===== config.mk =====
export PLATFORM = sky130hd
export DESIGN_NAME = adc_select_ctrl
export DESIGN_NICKNAME = d
export VERILOG_FILES = /design/src/adc_sel_pkg.sv /design/src/sel_buffer.sv /design/src/conv_timer.sv /design/src/adc_select_ctrl.sv
export SDC_FILE = /design/constraint.sdc
export NUM_CORES = 1
export LEC_CHECK = 0
export BUFFER_PORTS_ARGS = -buffer_cell sky130_fd_sc_hd__buf_2
export CORE_MARGIN = 2
export CORE_UTILIZATION = 45
export DETAILED_ROUTE_END_ITERATION = 10
export PLACE_DENSITY_LB_ADDON = 0.2
export SETUP_SLACK_MARGIN = 0.05
export SKIP_LAST_GASP = 1
export SLEW_MARGIN = 25
export SYNTH_ARGS = -nofsm -noshare
export SYNTH_HDL_FRONTEND = slang
export SYNTH_SLANG_ARGS = --single-unit

===== constraint.sdc =====
create_clock -name clk -period 2.65 [get_ports clk]
set_input_delay 0.53 -clock clk [delete_from_list [all_inputs] [get_ports clk]]
set_output_delay 0.53 -clock clk [all_outputs]
set_load 0.02 [all_outputs]

===== src/adc_sel_pkg.sv =====
// ==========================================================================
// Shared constants for the converter selection and sleep-start control.
package adc_sel_pkg;

	// ======================================================================
	// Register map, byte addresses on the AXI4-Lite port.
	localparam int         ADDR_W     = 4;
	localparam logic [3:0] OFF_SEL    = 4'h0;
	localparam logic [3:0] OFF_CTRL   = 4'h4;
	localparam logic [3:0] OFF_STATUS = 4'h8;
	localparam logic [3:0] OFF_ACTIVE = 4'hc;

	// ======================================================================
	// Field layout of the selection byte.
	localparam int CHAN_W      = 5;
	localparam int REF_W       = 2;
	localparam int SEL_CHAN_LSB = 0;
	localparam int SEL_REF_LSB  = 6;

	// Control and status bit positions.
	localparam int CTRL_EN    = 0;
	localparam int CTRL_START = 1;
	localparam int CTRL_ATE   = 2;
	localparam int CTRL_IE    = 3;
	localparam int CTRL_TSRC  = 4;
	localparam int STAT_DONE  = 0;
	localparam int STAT_BUSY  = 1;
	localparam int STAT_FIRST = 2;

	// ======================================================================
	// Values after reset.
	localparam logic [CHAN_W-1:0] CHAN_RST = 5'h00;
	localparam logic [REF_W-1:0]  REF_RST  = 2'h0;

	// Reference codes: pin, supply, reserved, internal 1.1 V.
	localparam logic [REF_W-1:0] REF_EXT_PIN = 2'h0;
	localparam logic [REF_W-1:0] REF_SUPPLY  = 2'h1;
	localparam logic [REF_W-1:0] REF_RSVD    = 2'h2;
	localparam logic [REF_W-1:0] REF_INT_1V1 = 2'h3;
	localparam logic [9:0]       FULL_SCALE  = 10'h3ff;

	// Sleep mode codes presented by the power manager.
	localparam logic [2:0] SLEEP_IDLE  = 3'h0;
	localparam logic [2:0] SLEEP_NOISE = 3'h1;

	// ======================================================================
	// Conversion lengths in converter clock cycles.
	localparam int         CNT_W         = 5;
	localparam logic [4:0] CONV_CYC_NORM = 5'h0d;
	localparam logic [4:0] CONV_CYC_FIRST = 5'h19;

	// Bus responses.
	localparam logic [1:0] RESP_OKAY   = 2'h0;
	localparam logic [1:0] RESP_SLVERR = 2'h2;

	typedef enum logic [1:0] {
		ST_IDLE = 2'b01,
		ST_RUN  = 2'b10
	} conv_state_t;

endpackage


===== src/sel_buffer.sv =====
`timescale 1ns/1ps
// ==========================================================================
// Active selection register fed from the software-written temporary copy.
module sel_buffer import adc_sel_pkg::*; #(
	parameter int W = 7
) (
	// Clock and reset.
	input  wire logic         clk,
	input  wire logic         rst_b,
	// Temporary selection and copy permission.
	input  wire logic [W-1:0] temp,
	input  wire logic         copy_en,
	// Selection applied to the multiplexer.
	output logic      [W-1:0] active
);

	logic [W-1:0] active_q;

	// Copy while permitted, otherwise hold the frozen value.
	always_ff @(posedge clk or negedge rst_b) begin
		if (!rst_b) begin
			active_q <= '0;
		end else if (copy_en) begin
			active_q <= temp;
		end
	end

	assign active = active_q;
endmodule


===== src/conv_timer.sv =====
`timescale 1ns/1ps
// ==========================================================================
// Counts the converter clock cycles of one conversion.
module conv_timer import adc_sel_pkg::*; (
	// Clock and reset.
	input  wire logic clk,
	input  wire logic rst_b,
	// Launch, length choice and abort.
	input  wire logic go,
	input  wire logic long_conv,
	input  wire logic abort,
	// Progress.
	output logic      busy,
	output logic      last
);

	conv_state_t      state_q, state_d;
	logic [CNT_W-1:0] cnt_q, cnt_d;
	logic [CNT_W-1:0] len;

	assign len  = long_conv ? CONV_CYC_FIRST : CONV_CYC_NORM;
	assign busy = (state_q == ST_RUN);
	assign last = busy && (cnt_q == 5'h01);

	// Load on launch, count down, reload when relaunched in the last cycle.
	always_comb begin
		state_d = state_q;
		cnt_d   = cnt_q;
		unique case (state_q)
			ST_IDLE: begin
				if (go && !abort) begin
					state_d = ST_RUN;
					cnt_d   = len;
				end
			end
			ST_RUN: begin
				if (abort) begin
					state_d = ST_IDLE;
				end else if (last) begin
					state_d = go ? ST_RUN : ST_IDLE;
					cnt_d   = len;
				end else begin
					cnt_d = cnt_q - 5'h01;
				end
			end
			default: begin
				state_d = ST_IDLE;
			end
		endcase
	end

	always_ff @(posedge clk or negedge rst_b) begin
		if (!rst_b) begin
			state_q <= ST_IDLE;
			cnt_q   <= '0;
		end else begin
			state_q <= state_d;
			cnt_q   <= cnt_d;
		end
	end

	// Length actually spent, kept only for checking.
	logic [CNT_W-1:0] run_len_q;
	logic [CNT_W-1:0] exp_len_q;
	wire              launch = go && !abort && (!busy || last);

	always_ff @(posedge clk or negedge rst_b) begin
		if (!rst_b) begin
			run_len_q <= '0;
			exp_len_q <= '0;
		end else if (launch) begin
			run_len_q <= 5'h01;
			exp_len_q <= len;
		end else if (busy) begin
			run_len_q <= run_len_q + 5'h01;
		end
	end
endmodule


===== src/adc_select_ctrl.sv =====
`timescale 1ns/1ps
// ==========================================================================
module adc_select_ctrl import adc_sel_pkg::*; (
	// Clock and reset.
	input  wire logic              clk,
	input  wire logic              rst_b,
	// AXI4-Lite write address and data.
	input  wire logic [ADDR_W-1:0] awaddr,
	input  wire logic [2:0]        awprot,
	input  wire logic              awvalid,
	output logic                   awready,
	input  wire logic [31:0]       wdata,
	input  wire logic [3:0]        wstrb,
	input  wire logic              wvalid,
	output logic                   wready,
	// AXI4-Lite write response.
	output logic [1:0]             bresp,
	output logic                   bvalid,
	input  wire logic              bready,
	// AXI4-Lite read.
	input  wire logic [ADDR_W-1:0] araddr,
	input  wire logic [2:0]        arprot,
	input  wire logic              arvalid,
	output logic                   arready,
	output logic [31:0]            rdata,
	output logic [1:0]             rresp,
	output logic                   rvalid,
	input  wire logic              rready,
	// Trigger and power manager.
	input  wire logic              trig_in,
	input  wire logic [2:0]        sleep_mode,
	input  wire logic              cpu_halted,
	// Converter core side.
	output logic [CHAN_W-1:0]      active_channel,
	output logic [REF_W-1:0]       active_ref,
	output logic                   conv_start,
	output logic                   conv_busy,
	// Completion request and wake.
	output logic                   conv_irq,
	output logic                   cpu_wake
);

	// ======================================================================
	// Bus write side: address and data are taken in either order.
	logic              aw_held_q;
	logic              w_held_q;
	logic [ADDR_W-1:0] waddr_q;
	logic [7:0]        wbyte_q;
	logic              wlane_q;
	logic              bvalid_q;
	logic [1:0]        bresp_q;

	wire aw_take = awvalid && awready;
	wire w_take  = wvalid && wready;
	wire wr_fire = aw_held_q && w_held_q && !bvalid_q;
	wire wr_lane = wr_fire && wlane_q;

	assign awready = !aw_held_q;
	assign wready  = !w_held_q;
	assign bvalid  = bvalid_q;
	assign bresp   = bresp_q;

	// Decode of the stored write address.
	wire wr_hit_sel  = (waddr_q == OFF_SEL);
	wire wr_hit_ctrl = (waddr_q == OFF_CTRL);
	wire wr_hit_stat = (waddr_q == OFF_STATUS);
	wire wr_hit_act  = (waddr_q == OFF_ACTIVE);
	wire wr_mapped   = wr_hit_sel || wr_hit_ctrl || wr_hit_stat || wr_hit_act;
	wire wr_sel      = wr_lane && wr_hit_sel;
	wire wr_ctrl     = wr_lane && wr_hit_ctrl;
	wire wr_stat     = wr_lane && wr_hit_stat;

	// Hold address and data until both are present, then answer.
	always_ff @(posedge clk or negedge rst_b) begin
		if (!rst_b) begin
			aw_held_q <= 1'b0;
			w_held_q  <= 1'b0;
			waddr_q   <= '0;
			wbyte_q   <= 8'h00;
			wlane_q   <= 1'b0;
			bvalid_q  <= 1'b0;
			bresp_q   <= RESP_OKAY;
		end else begin
			if (aw_take) begin
				aw_held_q <= 1'b1;
				waddr_q   <= awaddr;
			end
			if (w_take) begin
				w_held_q <= 1'b1;
				wbyte_q  <= wdata[7:0];
				wlane_q  <= wstrb[0];
			end
			if (wr_fire) begin
				aw_held_q <= 1'b0;
				w_held_q  <= 1'b0;
				bvalid_q  <= 1'b1;
				bresp_q   <= wr_mapped ? RESP_OKAY : RESP_SLVERR;
			end else if (bvalid_q && bready) begin
				bvalid_q <= 1'b0;
			end
		end
	end

	// ======================================================================
	// Software-visible control state.
	logic [CHAN_W-1:0] temp_chan_q;
	logic [REF_W-1:0]  temp_ref_q;
	logic              enable_q;
	logic              start_q;
	logic              ate_q;
	logic              ie_q;
	logic              tsrc_q;
	logic              done_q;
	logic              first_q;
	logic              trig_prev_q;
	logic              launched_q;

	// Temporary selection is written freely, whatever the converter does.
	always_ff @(posedge clk or negedge rst_b) begin
		if (!rst_b) begin
			temp_chan_q <= CHAN_RST;
			temp_ref_q  <= REF_RST;
		end else if (wr_sel) begin
			temp_chan_q <= wbyte_q[SEL_CHAN_LSB +: CHAN_W];
			temp_ref_q  <= wbyte_q[SEL_REF_LSB +: REF_W];
		end
	end

	// Mode bits; enable changes only by a bus write, never by sleep.
	always_ff @(posedge clk or negedge rst_b) begin
		if (!rst_b) begin
			enable_q <= 1'b0;
			ate_q    <= 1'b0;
			ie_q     <= 1'b0;
			tsrc_q   <= 1'b0;
		end else if (wr_ctrl) begin
			enable_q <= wbyte_q[CTRL_EN];
			ate_q    <= wbyte_q[CTRL_ATE];
			ie_q     <= wbyte_q[CTRL_IE];
			tsrc_q   <= wbyte_q[CTRL_TSRC];
		end
	end

	// ======================================================================
	// Launch decisions.
	logic busy;
	logic last;

	wire free_run   = ate_q && tsrc_q;
	wire trig_level = tsrc_q ? done_q : trig_in;
	wire trig_edge  = trig_level && !trig_prev_q;
	wire sleep_ok   = (sleep_mode == SLEEP_IDLE) ||
	                  (sleep_mode == SLEEP_NOISE);
	wire sw_go      = start_q && !busy;
	wire auto_go    = ate_q && !tsrc_q && trig_edge && !busy;
	wire sleep_go   = sleep_ok && cpu_halted && !launched_q && !busy;
	wire rerun_go   = free_run && last;
	wire go         = enable_q && (sw_go || auto_go || sleep_go || rerun_go);
	wire abort      = !enable_q;
	wire copy_en    = !busy || last;
	wire done_evt   = last && enable_q;

	assign conv_start = go && (!busy || last);
	assign conv_busy  = busy;

	// Start bit: set by write or any launch, cleared when the run ends.
	always_ff @(posedge clk or negedge rst_b) begin
		if (!rst_b) begin
			start_q <= 1'b0;
		end else if ((wr_ctrl && wbyte_q[CTRL_START]) || conv_start) begin
			start_q <= 1'b1;
		end else if (abort || (done_evt && !rerun_go)) begin
			start_q <= 1'b0;
		end
	end

	// Done flag: hardware set wins over a write-one clear.
	always_ff @(posedge clk or negedge rst_b) begin
		if (!rst_b) begin
			done_q <= 1'b0;
		end else if (done_evt) begin
			done_q <= 1'b1;
		end else if (wr_stat && wbyte_q[STAT_DONE]) begin
			done_q <= 1'b0;
		end
	end

	// First-conversion mark re-arms whenever the converter is off.
	always_ff @(posedge clk or negedge rst_b) begin
		if (!rst_b) begin
			first_q <= 1'b1;
		end else if (!enable_q) begin
			first_q <= 1'b1;
		end else if (conv_start) begin
			first_q <= 1'b0;
		end
	end

	// Trigger edge memory and one launch per sleep period.
	always_ff @(posedge clk or negedge rst_b) begin
		if (!rst_b) begin
			trig_prev_q <= 1'b0;
			launched_q  <= 1'b0;
		end else begin
			trig_prev_q <= trig_level;
			if (!cpu_halted) begin
				launched_q <= 1'b0;
			end else if (sleep_go && enable_q) begin
				launched_q <= 1'b1;
			end
		end
	end

	// ======================================================================
	// Conversion timing and selection buffer.
	conv_timer u_timer (
		.clk       (clk),
		.rst_b     (rst_b),
		.go        (go),
		.long_conv (first_q),
		.abort     (abort),
		.busy      (busy),
		.last      (last)
	);

	sel_buffer #(
		.W (CHAN_W + REF_W)
	) u_sel (
		.clk     (clk),
		.rst_b   (rst_b),
		.temp    ({temp_ref_q, temp_chan_q}),
		.copy_en (copy_en),
		.active  ({active_ref, active_channel})
	);

	// Completion request stays up until cleared; it wakes a halted CPU.
	assign conv_irq = done_q && ie_q;
	assign cpu_wake = conv_irq && cpu_halted;

	// ======================================================================
	// Bus read side.
	logic        rvalid_q;
	logic [7:0]  rbyte_q;
	logic [1:0]  rresp_q;
	logic [7:0]  rd_byte;

	wire ar_take     = arvalid && arready;
	wire rd_hit_sel  = (araddr == OFF_SEL);
	wire rd_hit_ctrl = (araddr == OFF_CTRL);
	wire rd_hit_stat = (araddr == OFF_STATUS);
	wire rd_hit_act  = (araddr == OFF_ACTIVE);
	wire rd_mapped   = rd_hit_sel || rd_hit_ctrl || rd_hit_stat || rd_hit_act;

	// Read data selection; reserved bits read zero.
	wire [7:0] sel_byte  = {temp_ref_q, 1'b0, temp_chan_q};
	wire [7:0] act_byte  = {active_ref, 1'b0, active_channel};
	wire [7:0] ctrl_byte = {3'h0, tsrc_q, ie_q, ate_q, start_q, enable_q};
	wire [7:0] stat_byte = {5'h00, first_q, busy, done_q};

	assign rd_byte = rd_hit_sel  ? sel_byte  :
	                 rd_hit_ctrl ? ctrl_byte :
	                 rd_hit_stat ? stat_byte :
	                 rd_hit_act  ? act_byte  : 8'h00;

	assign arready = !rvalid_q;
	assign rvalid  = rvalid_q;
	assign rdata   = {24'h000000, rbyte_q};
	assign rresp   = rresp_q;

	// Capture the read answer on the address handshake.
	always_ff @(posedge clk or negedge rst_b) begin
		if (!rst_b) begin
			rvalid_q <= 1'b0;
			rbyte_q  <= 8'h00;
			rresp_q  <= RESP_OKAY;
		end else if (ar_take) begin
			rvalid_q <= 1'b1;
			rbyte_q  <= rd_byte;
			rresp_q  <= rd_mapped ? RESP_OKAY : RESP_SLVERR;
		end else if (rvalid_q && rready) begin
			rvalid_q <= 1'b0;
		end
	end
endmodule


==> results.sh <==
export IMPL_vdd_drop_max_mv=0.434
export IMPL_clock_path_buffers=2
export IMPL_critPathMaxFanout=7
export IMPL_ff2ff_setup_slack_ps=580
export IMPL_overflow=0
export IMPL_crit_chain="inv_1, ha_1, nor4b_4, nand4_1, nand3_1, buf_2"
export IMPL_ant_nets=0
export IMPL_hold_viol=0
export IMPL_cp_required_ps=2120
export IMPL_status="finished, final reports clean"
export IMPL_drt_total_wl_mm=4.68
export IMPL_start_kind="flip-flop"
export IMPL_startpoint="u_timer.cnt_q[1]"
export IMPL_synth_seq_cells=55
export IMPL_endpoint_kind="primary output"
export IMPL_fin_crit_sh=0.899
export IMPL_post_drt_wl_per_cell_um=12.7
export IMPL_synthesis_area_sq_um=2720
export IMPL_relSlewSlack=0.626
export IMPL_p_leak_uw=0.00157
export IMPL_port_buffers=51
export IMPL_async_flop_share=1.00
export IMPL_gr_usage_all_layers=0.153
export IMPL_placed_cell_area_sq_um=2980
export IMPL_r2r_start="u_timer.cnt_q[1]"
export IMPL_syn_inst=238
export IMPL_antenna_found_initial=0
export IMPL_hold_class="in -> async"
export IMPL_post_route_min_period_ps=2380
export IMPL_crit_type="reg -> out"
export IMPL_via_per_inst=4.86
export IMPL_worstMarginPinSlew_ps=558
export IMPL_antenna_cells=0
export IMPL_clock_sinks=55
export IMPL_cpPeakStageDelay_ps=390
export IMPL_dp_hpwl_mm=3.54
export IMPL_powerDensity_nw_per_um2=904
export IMPL_critPathTopFamily="simple AND/OR/NAND/NOR gates"
export IMPL_drcViolationCount=0
export IMPL_cts_buffers=5
export IMPL_crit_arrival_ps=1850
export IMPL_cts_resized_gates=0
export IMPL_rows=28
export IMPL_fmax_mhz=420
export IMPL_grt_max_degree=56
export IMPL_postSynthAreaPerCell_sq_um=11.4
export IMPL_ys_types=43
export IMPL_ioPinCount=114
export IMPL_yosysWarnings=0
export IMPL_synth_flop_cell="dfrtp_1"
export IMPL_clk_pin_slew_ps=100
export IMPL_root_buffer="clkbuf_8"
export IMPL_grt_pass1_vias=1676
export IMPL_clk_latency_ps=310
export IMPL_dieArea_sq_um=6690
export IMPL_die_w_um=81.8
export IMPL_cts_tree="yes"
export IMPL_vias=1795
export IMPL_max_cap_violations=0
export IMPL_drtIter0Drc=40
export IMPL_firstDrtPassIters=5
export IMPL_synth_edf_count=0
export IMPL_grt_pass1_wl_mm=7.87
export IMPL_h_tree_depth=2
export IMPL_design_core_area_sq_um=5890
export IMPL_setup_viol=0
export IMPL_area_growth_pct=13.4
export IMPL_ys_seq_area_frac=0.506
export IMPL_cts_hold_buf=0
export IMPL_cts_setup_buffers=0
export IMPL_place_congestion=0.805
export IMPL_die_h_um=81.8
export IMPL_rsz0062_at_grt="no"
export IMPL_start_util=0.463
export IMPL_clock_skew_ps=6.89
export IMPL_num_nets_final=359
export IMPL_cp_slowest_cell="dfrtp_1"
export IMPL_setup_tns_ps=0
export IMPL_slew_viol_final=0
export IMPL_final_layout_size_suffix_gt1_frac=0.333
export IMPL_worst_path_buf_inv=2
export IMPL_finalInstanceArea_sq_um=3090
==> kinds of logic (layout without fill, tap and decap cells) <==
logic type / Yosys count / after routing / share of synthesized area
AND/OR/NAND/NOR: 64 / 64 / 0.132
flip-flops: 55 / 55 / 0.506
buffers and inverters: 48 / 78 / 0.109
AO/OA/AOI/OAI: 38 / 38 / 0.100
multiplexers: 28 / 28 / 0.133
adder cells (fa/ha/maj): 4 / 4 / 0.0184
other: 1 / 27 / 0.00138
==> worst paths after layout <==
kind                                         end  cells past startpoint
worst min-delay path                   aw_held_q                      2
worst max register to register  u_timer.cnt_q[3]                      7
max in group asynchronous                first_q                      2
worst max-delay path                  conv_start                      6
worst min register to register          bresp[1]                      2
min in group clk                          bvalid                      2
==> flip-flops by register name (all words and copies together), names as in the netlist, 2 cells and up <==
register / count
rbyte_q: 7
temp_chan_q: 5
temp_ref_q: 2
u_sel.active: 7
u_timer.cnt_q: 5
u_timer.state_q: 2
waddr_q: 4
wbyte_q: 7
==> placed cells by master, fill, tap and decap left out, types with 5 or more instances in the layout <==
master,synthesis,layout
clkbuf_8,0,5
dfrtp_1,53,53
o21ai_0,10,10
conb_1,1,27
a22o_1,9,9
nand2_1,28,28
nand3_1,5,5
a21oi_1,7,7
nor2_1,7,7
mux2_2,19,19
buf_2,0,51
inv_1,14,14
==> cells in the mapped netlist, types with 2 or more instances <==
library cell | n | area share
a21oi_1 | 7 | 0.013
o21ai_0 | 10 | 0.018
dfrtp_1 | 53 | 0.49
inv_1 | 14 | 0.019
dfstp_2 | 2 | 0.019
mux2_2 | 19 | 0.079
nand3b_1 | 3 | 0.0083
or3_1 | 2 | 0.0046
mux2_4 | 4 | 0.022
buf_4 | 27 | 0.074
nand2_1 | 28 | 0.039
buf_6 | 2 | 0.0083
nand4_1 | 3 | 0.0069
ha_1 | 4 | 0.018
nor3_1 | 2 | 0.0037
nor2_1 | 7 | 0.0096
and2_1 | 3 | 0.0069
mux4_2 | 3 | 0.025
nand3_1 | 5 | 0.0092
o2bb2ai_1 | 2 | 0.0064
o21a_1 | 3 | 0.0083
mux2i_1 | 2 | 0.0073
clkbuf_1 | 5 | 0.0069
a22o_1 | 9 | 0.029
==> through the flow <==
stage | utilization | instances | total power (uW) | worst slack [ps] | hold slack [ps]
after floorplan | - | 264 | 2030 | 572 | 234
after global placement | 0.506 | 361 | 2240 | 603 | 473
after detailed placement | 0.506 | 361 | 2270 | 569 | 472
after CTS | 0.525 | 369 | 2820 | 244 | 206
after global routing | 0.525 | 369 | 2990 | 107 | 221
final | 0.525 | 369 | 2790 | 267 | 189
==> where the power goes <==
group | total (uW) | internal [uW] | switching [uW]
clock network | 558 | 282 | 276
logic | 867 | 411 | 456
registers | 1370 | 1120 | 245
==> layout make-up <==
class	instances	area, sq um
inverter	14	52.6
timing repair buffer	56	305
multi-input combinational	161	1150
tap	75	93.8
clock buffer	5	68.8
fill	553	2800
sequential	55	1380
clock inverter	3	43.8
==> per-layer routing <==
metal / share of wire / global-route usage
met1: 0.46 / 0.209
met2: 0.45 / 0.238
met3: 0.071 / 0.0352
met4: 0.011 / 0.0550
met5: 0 / 0
Note: power is estimated with default switching activity, not from simulation.
